<file path="src/design/ckc_pkg.sv">
// Package for the clock source and PLL control block: register map, field layout,
// reset values, mux codes, relock timing and the state types of both modules.
// Assumes a single 25 MHz system clock and byte addresses on the register bus.
package ckc_pkg;

  // ****************************************
  // Clock and timing
  // ****************************************
  localparam int CLK_FREQ_HZ = 25000000;
  localparam int RELOCK_TIME_NS = 40000;
  localparam int RELOCK_CYCLES = RELOCK_TIME_NS / (1000000000 / CLK_FREQ_HZ);
  localparam int CNT_W = 16;

  // ****************************************
  // Register offsets (byte addresses)
  // ****************************************
  localparam logic [7:0] OFS_CLOCK_SOURCE = 8'h28;
  localparam logic [7:0] OFS_CORE_PLL = 8'h60;
  localparam logic [7:0] OFS_AUX_PLL = 8'h64;

  // ****************************************
  // Field positions
  // ****************************************
  localparam int EXT1_MUX_LSB = 27;
  localparam int EXT1_RATIO_BIT = 26;
  localparam int EXT1_USE_BIT = 25;
  localparam int EXT0_MUX_LSB = 22;
  localparam int EXT0_RATIO_BIT = 21;
  localparam int EXT0_USE_BIT = 20;
  localparam int DISP_MUX_LSB = 2;
  localparam int DISP_RATIO_BIT = 1;
  localparam int DISP_USE_BIT = 0;
  localparam int MULT_W = 6;
  localparam logic [31:0] CLOCK_SOURCE_MASK = 32'h3FF0001F;

  // ****************************************
  // Reset values
  // ****************************************
  localparam logic [5:0] CORE_PLL_RESET = 6'h10;
  localparam logic [5:0] AUX_PLL_RESET = 6'h00;
  localparam logic [31:0] CLOCK_SOURCE_RESET = 32'h00000000;

  // ****************************************
  // Mux select codes
  // ****************************************
  localparam logic [2:0] MUX_NONE = 3'h0;
  localparam logic [2:0] MUX_AUX = 3'h1;
  localparam logic [2:0] MUX_FREQ_GENERATOR_OUT_0 = 3'h2;

  // ****************************************
  // State types
  // ****************************************
  typedef struct packed {
    logic ack;
    logic [31:0] rdata;
    logic [31:0] clock_source;
    logic [5:0] core_mult;
    logic [5:0] aux_mult;
    logic aux_enable;
    logic halt;
    logic [CNT_W-1:0] halt_cnt;
    logic aux_unstable;
    logic [CNT_W-1:0] aux_cnt;
  } ckc_ctl_state_type;

  typedef struct packed {
    logic src_prev;
    logic [1:0] div_cnt;
    logic clk_out;
  } ckc_sel_state_type;

endpackage

</file>
<file path="src/design/ckc_sel_if.sv">
// Interface between the register block and one clock source selector.
// Assumes the control side drives the configuration from its own flip-flops.
`timescale 1ns/1ps
`default_nettype none
interface ckc_sel_if;
  logic [2:0] mux_select;
  logic divide_ratio;
  logic divider_use;
  logic clk_out;
  modport ctrl (output mux_select, output divide_ratio, output divider_use, input clk_out);
  modport selector (input mux_select, input divide_ratio, input divider_use, output clk_out);
endinterface
`default_nettype wire

</file>
<file path="src/design/ckc_clock_selector.sv">
// One clock source selector: 3-bit mux, divide-by-2-or-4 stage and bypass.
// Assumes the aux clock and generator outputs are levels synchronous to sys_clk.
`timescale 1ns/1ps
`default_nettype none
module ckc_clock_selector (
  input wire logic sys_clk,
  input wire logic srst,
  ckc_sel_if.selector sel,
  input wire logic aux_clk,
  input wire logic [5:0] freq_gen
);

  // ****************************************
  // Source mux
  // ****************************************
  function automatic logic ckc_pick(input logic [2:0] m, input logic a, input logic [5:0] f);
    case (m)
      ckc_pkg::MUX_NONE: ckc_pick = 1'h0;
      ckc_pkg::MUX_AUX: ckc_pick = a;
      default: ckc_pick = f[m - ckc_pkg::MUX_FREQ_GENERATOR_OUT_0];
    endcase
  endfunction

  ckc_pkg::ckc_sel_state_type s;
  ckc_pkg::ckc_sel_state_type next_s;
  logic src;
  logic rise;

  assign src = ckc_pick(sel.mux_select, aux_clk, freq_gen);
  assign rise = src & ~s.src_prev;
  assign sel.clk_out = s.clk_out;

  // ****************************************
  // Divider and output stage
  // ****************************************
  always_comb begin
    next_s = s;
    next_s.src_prev = src;
    if (sel.mux_select == ckc_pkg::MUX_NONE) begin
      // Parked low so a downstream peripheral sees no stray edge
      next_s.div_cnt = 2'h0;
      next_s.clk_out = 1'h0;
    end else begin
      if (rise) begin
        next_s.div_cnt = s.div_cnt + 2'h1;
      end
      if (!sel.divider_use) begin
        next_s.clk_out = src;
      end else begin
        next_s.clk_out = sel.divide_ratio ? next_s.div_cnt[0] : next_s.div_cnt[1];
      end
    end
  end

  always_ff @(posedge sys_clk) begin
    if (srst) begin
      s <= '0;
    end else begin
      s <= next_s;
    end
  end
endmodule
`default_nettype wire

</file>
<file path="src/design/ckc_clock_control.sv">
// Clock source and PLL control: Avalon-MM register slave holding the core PLL
// and auxiliary PLL multipliers and the clock source select register, the
// relock halt timers and three clock source selectors.
// Assumes inputs synchronous to sys_clk and an Avalon master that holds its
// request until waitrequest is sampled low.
//
// Contract
// - Bits 29:27 select ext1 clock mux input
// - Bit 26 ext1 ratio, 0 div4, 1 div2
// - Bit 25 ext1 bypass when 0, divider when 1
// - Bits 24:22 select ext0 clock mux input
// - Bit 21 ext0 ratio, 0 div4, 1 div2
// - Bit 20 ext0 bypass when 0, divider when 1
// - Bits 4:2 select display clock mux input
// - Bit 1 display ratio, 0 div4, 1 div2
// - Bit 0 display bypass when 0, divider when 1
// - Mux code 0 none, 1 aux, 2-7 generators
// - Core multiplier 6 bits, reset 16, rest zero
// - Aux multiplier zero disables auxiliary PLL
// - Core PLL write halts bus clocks 40 us
// - Core PLL reg resets on hardware reset only
// - Aux PLL resets on hardware, runtime, sleep
// - Aux PLL write does not halt system
// - Clock source resets on hardware reset only
//
// Local design decision: register access over Avalon-MM.
`timescale 1ns/1ps
`default_nettype none
module ckc_clock_control (
  input wire logic sys_clk,
  input wire logic srst,
  input wire logic runtime_rst,
  input wire logic sleep_exit,
  input wire logic [7:0] avs_address,
  input wire logic avs_read,
  input wire logic avs_write,
  input wire logic [31:0] avs_writedata,
  input wire logic [3:0] avs_byteenable,
  output logic [31:0] avs_readdata,
  output logic avs_waitrequest,
  input wire logic aux_clk,
  input wire logic [5:0] freq_gen,
  output logic [5:0] core_pll_mult,
  output logic [5:0] aux_pll_mult,
  output logic aux_pll_enable,
  output logic bus_clock_halt,
  output logic aux_clock_unstable,
  output logic external_clock_out_0,
  output logic external_clock_out_1,
  output logic serial_port0_clock,
  output logic serial_port1_clock,
  output logic display_clock
);

  localparam logic [ckc_pkg::CNT_W-1:0] RELOCK_LAST = ckc_pkg::CNT_W'(ckc_pkg::RELOCK_CYCLES - 1);

  // ****************************************
  // Helpers
  // ****************************************
  function automatic logic [31:0] ckc_merge(input logic [31:0] old, input logic [31:0] wd,
                                            input logic [3:0] be);
    logic [31:0] r;
    r = old;
    for (int i = 0; i < 4; i++) begin
      if (be[i]) begin
        r[i*8 +: 8] = wd[i*8 +: 8];
      end
    end
    ckc_merge = r;
  endfunction

  ckc_pkg::ckc_ctl_state_type s;
  ckc_pkg::ckc_ctl_state_type next_s;
  logic req;
  logic [31:0] core_merged;
  logic [31:0] aux_merged;

  assign req = avs_read | avs_write;

  // ****************************************
  // Write merge
  // ****************************************
  // Lanes merge over the stored word, so a byte write keeps the fields it does not cover
  assign core_merged = ckc_merge({26'h0, s.core_mult}, avs_writedata, avs_byteenable);
  assign aux_merged = ckc_merge({26'h0, s.aux_mult}, avs_writedata, avs_byteenable);

  // ****************************************
  // Register bus and timers
  // ****************************************
  always_comb begin
    next_s = s;
    if (s.halt) begin
      if (s.halt_cnt == '0) begin
        next_s.halt = 1'h0;
      end else begin
        next_s.halt_cnt = s.halt_cnt - 1'h1;
      end
    end
    if (s.aux_unstable) begin
      if (s.aux_cnt == '0) begin
        next_s.aux_unstable = 1'h0;
      end else begin
        next_s.aux_cnt = s.aux_cnt - 1'h1;
      end
    end
    if (s.ack) begin
      // Write lands at the edge where the master sees waitrequest low
      next_s.ack = 1'h0;
      if (avs_write) begin
        case (avs_address)
          ckc_pkg::OFS_CLOCK_SOURCE: begin
            next_s.clock_source = ckc_merge(s.clock_source, avs_writedata, avs_byteenable)
              & ckc_pkg::CLOCK_SOURCE_MASK;
          end
          ckc_pkg::OFS_CORE_PLL: begin
            next_s.core_mult = core_merged[ckc_pkg::MULT_W-1:0];
            // Any write relocks, even with the same value, so software can force a halt
            next_s.halt = 1'h1;
            next_s.halt_cnt = RELOCK_LAST;
          end
          ckc_pkg::OFS_AUX_PLL: begin
            next_s.aux_mult = aux_merged[ckc_pkg::MULT_W-1:0];
            // No halt here; only a flag warns that aux-derived clocks may wobble
            next_s.aux_unstable = 1'h1;
            next_s.aux_cnt = RELOCK_LAST;
          end
          default: begin
          end
        endcase
      end
    end else if (req && !s.halt) begin
      // Bus clocks stand still during relock, so no access is granted then
      next_s.ack = 1'h1;
      if (avs_read) begin
        case (avs_address)
          ckc_pkg::OFS_CLOCK_SOURCE: next_s.rdata = s.clock_source;
          ckc_pkg::OFS_CORE_PLL: next_s.rdata = {26'h0, s.core_mult};
          ckc_pkg::OFS_AUX_PLL: next_s.rdata = {26'h0, s.aux_mult};
          default: next_s.rdata = 32'h0;
        endcase
      end
    end
    // Runtime reset and sleep leave core PLL and clock source alone
    if (runtime_rst || sleep_exit) begin
      next_s.aux_mult = ckc_pkg::AUX_PLL_RESET;
      next_s.aux_unstable = 1'h0;
      next_s.aux_cnt = '0;
    end
    next_s.aux_enable = (next_s.aux_mult != 6'h0);
  end

  always_ff @(posedge sys_clk) begin
    if (srst) begin
      s <= '0;
      s.core_mult <= ckc_pkg::CORE_PLL_RESET;
      s.aux_mult <= ckc_pkg::AUX_PLL_RESET;
      s.clock_source <= ckc_pkg::CLOCK_SOURCE_RESET;
    end else begin
      s <= next_s;
    end
  end

  // ****************************************
  // Clock source selectors
  // ****************************************
  ckc_sel_if sel_bus[3] ();

  assign sel_bus[0].mux_select = s.clock_source[ckc_pkg::EXT0_MUX_LSB +: 3];
  assign sel_bus[0].divide_ratio = s.clock_source[ckc_pkg::EXT0_RATIO_BIT];
  assign sel_bus[0].divider_use = s.clock_source[ckc_pkg::EXT0_USE_BIT];
  assign sel_bus[1].mux_select = s.clock_source[ckc_pkg::EXT1_MUX_LSB +: 3];
  assign sel_bus[1].divide_ratio = s.clock_source[ckc_pkg::EXT1_RATIO_BIT];
  assign sel_bus[1].divider_use = s.clock_source[ckc_pkg::EXT1_USE_BIT];
  assign sel_bus[2].mux_select = s.clock_source[ckc_pkg::DISP_MUX_LSB +: 3];
  assign sel_bus[2].divide_ratio = s.clock_source[ckc_pkg::DISP_RATIO_BIT];
  assign sel_bus[2].divider_use = s.clock_source[ckc_pkg::DISP_USE_BIT];

  for (genvar i = 0; i < 3; i++) begin : g_sel
    ckc_clock_selector u_sel (
      .sys_clk(sys_clk),
      .srst(srst),
      .sel(sel_bus[i]),
      .aux_clk(aux_clk),
      .freq_gen(freq_gen)
    );
  end

  // ****************************************
  // Outputs
  // ****************************************
  assign avs_readdata = s.rdata;
  assign avs_waitrequest = ~s.ack;
  assign core_pll_mult = s.core_mult;
  assign aux_pll_mult = s.aux_mult;
  assign aux_pll_enable = s.aux_enable;
  assign bus_clock_halt = s.halt;
  assign aux_clock_unstable = s.aux_unstable;
  assign external_clock_out_0 = sel_bus[0].clk_out;
  assign serial_port0_clock = sel_bus[0].clk_out;
  assign external_clock_out_1 = sel_bus[1].clk_out;
  assign serial_port1_clock = sel_bus[1].clk_out;
  assign display_clock = sel_bus[2].clk_out;

  // ****************************************
  // Checks
  // ****************************************
  logic [ckc_pkg::CNT_W-1:0] halt_age;
  logic [ckc_pkg::CNT_W-1:0] aux_age;
  logic aux_grant_wr;

  assign aux_grant_wr = !avs_waitrequest && avs_write && avs_address == ckc_pkg::OFS_AUX_PLL;

  always_ff @(posedge sys_clk) begin
    if (srst || !s.halt) begin
      halt_age <= '0;
    end else begin
      halt_age <= halt_age + 1'h1;
    end
  end

  // Each aux write starts a fresh relock, so the age restarts on every granted write
  always_ff @(posedge sys_clk) begin
    if (srst || !s.aux_unstable || aux_grant_wr) begin
      aux_age <= '0;
    end else begin
      aux_age <= aux_age + 1'h1;
    end
  end
endmodule
`default_nettype wire

</file>
<file path="config.mk">
export PLATFORM = sky130hd
export DESIGN_NAME = ckc_clock_control
export DESIGN_NICKNAME = d
export VERILOG_FILES = /design/src/design/ckc_pkg.sv /design/src/design/ckc_sel_if.sv /design/src/design/ckc_clock_selector.sv /design/src/design/ckc_clock_control.sv
export SDC_FILE = /design/constraint.sdc
export NUM_CORES = 1
export LEC_CHECK = 0
export BUFFER_PORTS_ARGS = -buffer_cell sky130_fd_sc_hd__buf_2
export CORE_ASPECT_RATIO = 1.4
export CORE_UTILIZATION = 40
export CTS_CLUSTER_SIZE = 12
export DETAILED_ROUTE_END_ITERATION = 8
export HOLD_SLACK_MARGIN = 0.02
export RECOVER_POWER = 50
export SYNTH_ARGS = -nofsm -noshare
export SYNTH_HDL_FRONTEND = slang
export SYNTH_SLANG_ARGS = --single-unit
</file>
<file path="constraint.sdc">
create_clock -name sys_clk -period 2.95 [get_ports sys_clk]
set_input_delay 0.59 -clock sys_clk [delete_from_list [all_inputs] [get_ports sys_clk]]
set_output_delay 0.59 -clock sys_clk [all_outputs]
set_load 0.02 [all_outputs]
</file>
== Yosys cells after proc, flatten, opt, wreduce, memory -nomap -nowiden ==
Index checks and enable logic that the tools add are counted.

* Divide/modulo/power cells: 0
* Eq/ne operators: 6
* Order comparisons: 3
* Multiplexer cells: 36
* Bitwise gates (word level): 8
* Add/subtract/negate cells: 8
* $mul: 0
* Reductions and logical operators: 19
* Shifts and indexed selects: 0

{| class="wikitable"
|+ Operators by type and width
! kind !! number
|-
| $pmux 30 s3 || 1
|-
| $mux 17 || 4
|-
| $mux 34 || 2
|-
| $mux 33 || 1
|-
| $logic_not 16->1 || 2
|-
| $mux 16 || 2
|-
| $mux 32 || 1
|-
| $sub 16x1->16 const B || 2
|-
| $mux 6 || 5
|-
| $eq 8x7->1 const B || 2
|-
| $reduce_and 4->1 || 4
|-
| $lt 3x4->1 const B || 3
|-
| $mux 1 || 11
|-
| $reduce_or 2->1 || 5
|-
| $bmux 1 s3 || 3
|-
| $eq 3x1->1 const B || 3
|-
| $logic_not 3->1 || 3
|-
| $sub 3x2->3 const B || 3
|-
| $eq 8x6->1 const B || 1
|-
| $add 2x1->2 const B || 3
|-
| $mux 2 || 3
|-
| $pmux 1 s2 || 3
|-
| $reduce_bool 6->1 || 1
|-
| $not 1->1 || 4
|-
| 6 further kinds || 8
|}

* Register bits: 107
* Memory bits (writable): 0
* Bits in latches: 0
* Memories: 0
* Word-level logic and storage cells: 101
* Output and inout port bits: 53
* ROM bits: 0

== Longest topological paths before layout ==
Gate-level depths: netlist (run 1).

* Depth in word-level cells: 8
* Depth in mapped cells: 8

== Hierarchy ==
A second synthesis (run 1) with hierarchy kept.

* Cell total of the unflattened synthesis: 557
* Area total of the unflattened synthesis: 4879.7 um2

{| class="wikitable"
|+ By module, submodules not included
! module !! sequential area each (um2) !! cells an instance !! times used !! area an instance (um2)
|-
| ckc_clock_control || 1581.5 || 473 || 1 || 4129.0
|-
| ckc_clock_selector || 80.1 || 28 || 3 || 250.2
|}

== Least setup slack after synthesis (run 1) ==
No wires, ideal clock.

* Kind: in2reg
* From: input port avs_address[0]
* To: register s (netlist bit aux_pll_enable)
* Data required time: 2817 ps
* Stages: 5
* Setup slack: 724 ps
* Data arrival time: 2093 ps
* Path buffers: 0
* Setup time: 133 ps
* Path through: or4b_4 > nor3b_2 > nand4_2 > nor4_1 > a211oi_1

* Cells in the longest elaborated chain, start to end: 6

{| class="wikitable"
|+ RTL lines
! item !! line !! source
|-
| start, declared || ckc_clock_control.sv:34 || <nowiki>input wire logic [7:0] avs_address,</nowiki>
|-
| $eq 8x7->1 || ckc_clock_control.sv:110 || <nowiki>case (avs_address)</nowiki>
|-
| $mux 6 || ckc_clock_control.sv:110 ||
|-
| $mux 6 || ckc_clock_control.sv:109 || <nowiki>if (avs_write) begin</nowiki>
|-
| $mux 6 || ckc_clock_control.sv:106 || <nowiki>if (s.ack) begin</nowiki>
|-
| $mux 6 || ckc_clock_control.sv:144 || <nowiki>if (runtime_rst || sleep_exit) begin</nowiki>
|-
| $reduce_bool 6->1 || ckc_clock_control.sv:149 || <nowiki>next_s.aux_enable = (next_s.aux_mult != 6'h0);</nowiki>
|-
| end signal, assigned || ckc_clock_control.sv:159 || <nowiki>s <= next_s;</nowiki>
|-
| end, declared || ckc_clock_control.sv:72 || <nowiki>ckc_pkg::ckc_ctl_state_type s;</nowiki>
|}

Every way passes these cells.
A chain may end at the register's enable or synchronous reset.

== Final worst setup path (run 1) ==
Ends and elaborated chain as after synthesis.

==> results by group, run 1 <==
Clock network
  • CTS HTree Levels: 3
  • CTS resizes: 0
  • Worst skew pair latency: roughly 340 ps
  • CTS tree: yes
  • Clock sink count: 91
  • Num CTS Buffers: 9
  • Clock transition at path regs: 70 ps
  • Clock Path Buffers: 2
  • CTS root buf: clkbuf_16
  • Post-CTS Setup Bufs: 0
  • Quantity of hold-fixing buffers added after cts: 0

Logic synthesis
  • Ys async rst share: 0%
  • FF+latch count, synth: 91
  • Synth Area in Compound Gates: approximately 15%
  • Synth cell types: between 60 and 70
  • Mux contribution to synthesized area: 3.50%
  • Xor/xnor share of the synthesized area: 5.75%
  • Primary FF master, synth: dfxtp_1
  • EDFF count, synth: 0
  • Adder-cell area share of the yosys netlist: 1.33%
  • Share of the synthesized area in the top cell type: 38.6%
  • Main combinational cell family by area after synthesis: simple AND/OR/NAND/NOR gates
  • Mapped Area: 4720 um2
  • Post-Synth Simple-Gate Area: 25.2%
  • Ys Warns: 0
  • Most area-hungry cell type in the Yosys netlist: dfxtp_1
  • Gate Count Post-Synth: ~560
  • Area contributors post-synth: dfxtp_1, buf_4, nor2_1, a21oi_1, xor2_1
  • Syn Area/Cell: 8.41 um2
  • Seq/Total Area, Yosys: 38.6%

Timing
  • RSZ-0062 raised after global routing: no
  • Hold Slack: 448 ps
  • Sum of negative setup slack: 0 ps
  • Worst Tran Pin Value: 1300 ps
  • Period utilization: 83.4%
  • Final Hold Fails: 0
  • Setup Skew: 11.9 ps
  • Headroom to the max-slew limit: 13.6%
  • Final setup violation count: 0
  • Post-route minimum period: between 2000 and 2500 ps
  • Fmax: 406 MHz
  • Fin. max-slew vios: 0

Detailed routing
  • Total number of vias: around 4.1k
  • Post-Route WL: between 10 and 15 mm
  • Post-route DRC violation count: 0
  • ANT nets after route: 0
  • WL per Instance: 15.0 um
  • Initial drt markers: 155
  • Drt pass-1 iters: 4
  • Vias per inst: 5.43

Die
  • Rows: 46
  • Initial Utilization: 41.4%
  • Core ar.: 11,400 um2
  • Die area: 12,200 um2
  • Die width: approximately 94 um
  • # IOs: 110
  • Die Y: 131 um

Setup path
  • CP Data Arrival Time: between 2000 and 3000 ps
  • Kind of end point of the critical path: register
  • CP required: 3150 ps
  • Type of the worst setup path: in -> reg
  • Critical path fanouts, max: 8
  • Setup crit start kind: input port

Global route
  • Grt total ovfl: 0
  • Antenna violations before repair: 0
  • First-pass GRT wire length: 18.0 mm
  • Via count of the first global-routing pass: about 3.8k
  • Largest net degree at the start of global routing: 29
  • Gr usage total: 18.7%

Placement
  • Placer Congestion: 0.851
  • Detail Placement HPWL: about 8.4 mm
  • I/O Buffers: between 70 and 80

Finish
  • Util after Layout: 45.4%
  • Number of fill cells: 1,153
  • Area Growth Syn to Fin: 9.70%
  • Net count, final: 665
  • Diodes inserted: 0
  • Layout cells sized above 1: 11.7%

Pwr
  • Leakage: 1.83 nW
  • Power per cell area: 486 nW/um2
  • Peak supply drop: 0.000333 V
  • Power Total: between 2 and 3 mW

Hold path
  • Worst min path class: reg -> reg

Outcome
  • Status: complete, no violations

Run
  • Max Cap Viol: 0
## final timing paths
check	from	endpoint	slack, ps	depth (start not counted)
setup / recovery	avs_address[0]	aux_pll_enable	490	6
hold / removal	avs_readdata[3]	avs_readdata[3]	450	2
setup reg to reg	s[70]	g_sel[0].u_sel.sel.clk_out	600	7
hold reg to reg	avs_readdata[3]	avs_readdata[3]	450	2
## state kept, by name (all words and copies together), names as in the netlist
signal,flops
g_sel.u_sel.sel.clk_out,3
core_pll_mult,6
g_sel.u_sel.s,9
bus_clock_halt,1
aux_pll_enable,1
avs_readdata,16
aux_pll_mult,6
s,48
aux_clock_unstable,1
## through the flow
stage	setup WS [ps]	instances	instance area (um2)
floorplan	724	576	4780
global placement	552	736	4970
detailed placement	518	736	4970
CTS	609	752	5270
global route	326	752	5180
finish	490	752	5180
## power breakdown
| part | total (mW) | switching, mW | internal (mW) |
|---|---|---|---|
| clock | 1.17 | 0.507 | 0.663 |
| sequential | 1.23 | 0.00120 | 1.23 |
| combinational | 0.115 | 0.0829 | 0.0324 |
| total | 2.52 | 0.591 | 1.92 |
## cells in the final DEF (no fill, tap or decap), types with 3 or more instances in the layout
cell	n
or3_1	4
o31ai_1	4
clkbuf_16	9
o21ai_0	4
a22oi_1	16
ha_1	5
nand4_1	6
mux2_1	3
xor2_1	20
a2111oi_0	4
or4_1	9
nor2b_1	3
a211oi_1	3
o21ai_1	10
clkbuf_1	40
nor4_1	7
nand3b_1	4
or2_1	3
nand3_1	29
mux2i_1	12
nor3_1	15
nor3b_1	5
nor4_2	3
nor2_1	67
buf_2	38
nand4b_1	5
buf_4	6
o211ai_1	3
a31oi_1	10
xnor2_1	11
inv_1	21
conb_1	16
a21oi_1	39
dfxtp_1	91
nand2_1	42
## critical path: stages
cell and delay [ps]:
buf_2 90, or4b_1 630, nor3b_1 310, nand4_1 490, nor4_1 440, a211oi_1 100
## Yosys cell counts (12+ instances only)
master	n
buf_4	46
dfxtp_1	91
nor2_1	67
xor2_1	20
inv_1	20
clkbuf_1	20
a21oi_1	39
nand2_1	42
mux2i_1	12
nor3_1	14
a22oi_1	16
nand3_1	29
## final cells by class
type	count	area (um2)	share of cell area [%]
timing repair buffer	84	385	7.44
clock inverter	7	76.3	1.47
tap	144	180	3.48
multi-input combinational	396	2410	46.5
clock buffer	9	225	4.35
inverter	21	78.8	1.52
sequential	91	1820	35.2
## logic make-up after synthesis
group,after synthesis
AO/OA/AOI/OAI,107
XOR/XNOR,31
adder cells (fa/ha/maj),5
buffers and inverters,89
flip-flops,91
multiplexers,16
other,1
AND/OR/NAND/NOR,221
## layer usage
metal	vias to the layer above	routed length [um]	global-route usage [%]
li1	2019	-	-
met1	1984	4780	21.3
met2	70	6050	35.2
met3	9	309	2.95
met4	0	117	6.24
met5	-	0	0
(Power assumes the default switching activity.)
==> run 2: changes to the inputs <==
- ABC_AREA: default -> 1
- clock period: 2.95 -> 2.22 ns (I/O delays scaled with it)
==> results by group, run 2 <==
Clock network
  • CTS resizes: 0 (unchanged)
  • Num CTS Buffers: 9 (unchanged)
  • Clock sink count: 91 (unchanged)
  • CTS tree: yes (unchanged)
  • Clock Path Buffers: 2 (unchanged)
  • Worst skew pair latency: 350 ps (was 340 ps)
  • CTS root buf: clkbuf_16 (unchanged)
  • CTS HTree Levels: 3 (unchanged)
  • Post-CTS Setup Bufs: 0 (unchanged)
  • Clock transition at path regs: 70 ps (about the same)
  • Quantity of hold-fixing buffers added after cts: 0 (unchanged)

Placement
  • I/O Buffers: 76 (unchanged)
  • Detail Placement HPWL: 9.24 mm (was 8.42 mm)
  • Placed Cells: 893 (was 736)
  • Placer Congestion: 0.902 (was 0.851)

Timing
  • Period utilization: 89.2%
  • Fmax: 505 MHz
  • RSZ-0062 raised after global routing: no (unchanged)
  • Final setup violation count: 0 (unchanged)
  • Sum of negative setup slack: 0 ps (unchanged)
  • Final Hold Fails: 0 (unchanged)
  • Worst Tran Pin Value: 664 ps (was 1300 ps)
  • Setup Skew: 8.08 ps (was 11.9 ps)
  • Post-route minimum period: slightly below 2000 ps
  • Fin. max-slew vios: 0 (unchanged)
  • Headroom to the max-slew limit: 55.4% (was 13.6%)
  • Hold Slack: 378 ps (was 448 ps)

Finish
  • Net count, final: 819 (was 665)
  • Layout cells sized above 1: 12.2% (was 11.7%)
  • Diodes inserted: 0 (unchanged)
  • Most flop-heavy register: s (unchanged)
  • Most common cell after layout, fill and taps aside: nand2_1 (was dfxtp_1)
  • Most frequent cells in the layout: nand2_1, inv_1, dfxtp_1, nor2_1, a21oi_1 (was dfxtp_1, nor2_1, nand2_1, clkbuf_1, a21oi_1)
  • Number of fill cells: 1,269 (was 1,153)
  • Area taken by multi-input logic gates: 2350 um2 (was 2410 um2)
  • Area Growth Syn to Fin: 9.73% (was 9.70%)
  • Max reg flops: 48 (unchanged)
  • FF+latch area: 1820 um2 (unchanged)
  • Non-filler cells, final: 909 (was 752)

Logic synthesis
  • Seq/Total Area, Yosys: 36.8% (was 38.6%)
  • Ys Warns: 0 (unchanged)
  • Count leader, synth: nand2_1 (was dfxtp_1)
  • Share of the synthesized area in the top cell type: 36.8% (was 38.6%)
  • Most instantiated cells after synthesis: nand2_1, inv_1, dfxtp_1 (was dfxtp_1, nor2_1, buf_4)
  • Area contributors post-synth: dfxtp_1, nand2_1, inv_1, buf_4, a21oi_1 (was dfxtp_1, buf_4, nor2_1, a21oi_1, xor2_1)
  • Synth cell types: 43 (was 65)
  • Ys async rst share: 0% (unchanged)
  • FF+latch count, synth: 91 (unchanged)
  • Gate Count Post-Synth: 707 (was 561)
  • Most area-hungry cell type in the Yosys netlist: dfxtp_1 (unchanged)
  • Mapped Area: 4950 um2 (was 4720 um2)
  • Syn Area/Cell: 7.00 um2 (was 8.41 um2)
  • Primary FF master, synth: dfxtp_1 (unchanged)
  • EDFF count, synth: 0 (unchanged)

Pwr
  • Internal: 2.56 mW (was 1.92 mW)
  • Power per cell area: 616 nW/um2 (was 486 nW/um2)
  • Clk network pwr share: 46.2% (was 46.5%)
  • P_sw: 0.789 mW (was 0.591 mW)
  • Register share of total power: 48.9% (about the same)
  • Peak supply drop: 0.000468 V (was 0.000333 V)
  • Power Total: 3.35 mW (was 2.52 mW)
  • Sw Share: 23.6% (was 23.5%)
  • Gate power share: 4.9% (was 4.6%)
  • Leakage: 2.47 nW (was 1.83 nW)

Run
  • Max Cap Viol: 0 (unchanged)

Global route
  • Gr usage total: 20.1% (was 18.7%)
  • Via count of the first global-routing pass: 4,330 (was 3,798)
  • Largest net degree at the start of global routing: 34 (was 29)
  • Antenna violations before repair: 0 (unchanged)
  • GR Util met3: 3.20% (was 2.95%)
  • Met1 GRT Util: 24.3% (was 21.3%)
  • First-pass GRT wire length: 20.1 mm (was 18.0 mm)
  • Gr busiest metal: met2 (unchanged)
  • Grt total ovfl: 0 (unchanged)
  • Global routing usage on met2: 35.0% (was 35.2%)

Setup path
  • Critical path fanouts, max: 11 (was 8)
  • Slowest-stage cell, CP: dfxtp_1 (was or4b_1)
  • CP required: 2450 ps (was 3150 ps)
  • Crit path cell chain: inv_1 -> ha_1 -> nand3_1 -> nor2_1 -> nand2_2 -> nand2_2 -> inv_2 -> nand4_1 -> or2_1 -> nor2_1 -> nor3b_2 (was buf_2 -> or4b_1 -> nor3b_1 -> nand4_1 -> nor4_1 -> a211oi_1)
  • Slowest stage delay, CP: 340 ps (was 630 ps)
  • CP Data Arrival Time: 2210 ps (was 2660 ps)
  • Type of the worst setup path: reg -> reg (was in -> reg)
  • Kind of end point of the critical path: register (unchanged)
  • Setup crit start kind: register (was input port)

Detailed routing
  • Post-route DRC violation count: 0 (unchanged)
  • WL per Instance: 13.4 um (was 15.0 um)
  • Drt pass-1 iters: 7 (was 4)
  • Total number of vias: 4,512 (was 4,082)
  • Initial drt markers: 168 (was 155)
  • Vias per inst: 4.96 (was 5.43)
  • Post-Route WL: 12.2 mm (was 11.3 mm)
  • ANT nets after route: 0 (unchanged)

Hold path
  • Worst min path class: in -> reg (was reg -> reg)

Die
  • Die width: 96.0 um (was 93.8 um)
  • Initial Utilization: 41.5% (was 41.4%)
  • # IOs: 110 (unchanged)
  • Die Y: 134 um (was 131 um)
  • Die area: 12,800 um2 (was 12,200 um2)
  • Rows: 47 (was 46)
  • Core ar.: 11,900 um2 (was 11,400 um2)

Outcome
  • Status: complete, no violations (unchanged)
## run 2: changes by cell type after synthesis, sizes merged, moves of 12 or more
cell   change
mux2i     -12
nand2    +104
a22oi     -16
o21ai     +35
nand3     +14
inv       +86
a21oi     +16
## run 2: kinds of logic after synthesis
family | after synthesis | share of synthesized area [%]
XOR/XNOR | 14 | 2.48
flip-flops | 91 | 36.8
AO/OA/AOI/OAI | 127 | 13.7
other | 1 | 0.0758
AND/OR/NAND/NOR | 305 | 29.5
buffers and inverters | 164 | 16.2
adder cells (fa/ha/maj) | 5 | 1.26
## run 2: per-stage QoR
step	instance area (um2)	util, %	setup slack, ps
floorplan	5000	-	621
global placement	5210	43.7	307
detailed placement	5210	43.7	253
CTS	5510	46.1	248
global route	5430	45.5	76.3
finish	5430	45.5	241
## run 2: final timing paths
path | from | end | slack (ps) | cells past startpoint
min | avs_writedata[29] | s[76] | 380 | 3
max | s[17] | s[28] | 240 | 11
min reg2reg | avs_readdata[3] | avs_readdata[3] | 470 | 2
max reg2reg | s[17] | s[28] | 240 | 11
## run 2: power by group through the flow
stage          Clock [mW]  Combinational, mW  Sequential (mW)
2_1_floorplan           0              0.114             1.67
4_1_cts              1.58              0.169             1.64
3_3_place_gp            0              0.167             1.67
3_5_place_dp            0              0.168             1.67
5_1_grt              1.65              0.184             1.64
6_report             1.55              0.165             1.64
## run 2: layout make-up
type                    instances  share of cell area [%]
clock inverters                 5                    1.15
inverters                     107                    7.44
repair buffers                 81                    6.82
well taps                     147                    3.39
flip-flops and latches         91                    33.5
clock buffers                  11                    4.29
multi-input cells             467                    43.4
## run 2: routing by layer
metal | part of all wire (%) | wire length [um]
met5 | 0 | 0
met4 | 2.0 | 246
met3 | 3.8 | 466
met2 | 49 | 6010
met1 | 45 | 5440
## run 2: critical path: cells and delay by family (launching register included)
| family | cells | cell delay [ps] |
|---|---|---|
| simple gates | 8 | 1040 |
| flops | 1 | 340 |
| buf+inv | 2 | 270 |
| fa+ha+maj | 1 | 230 |
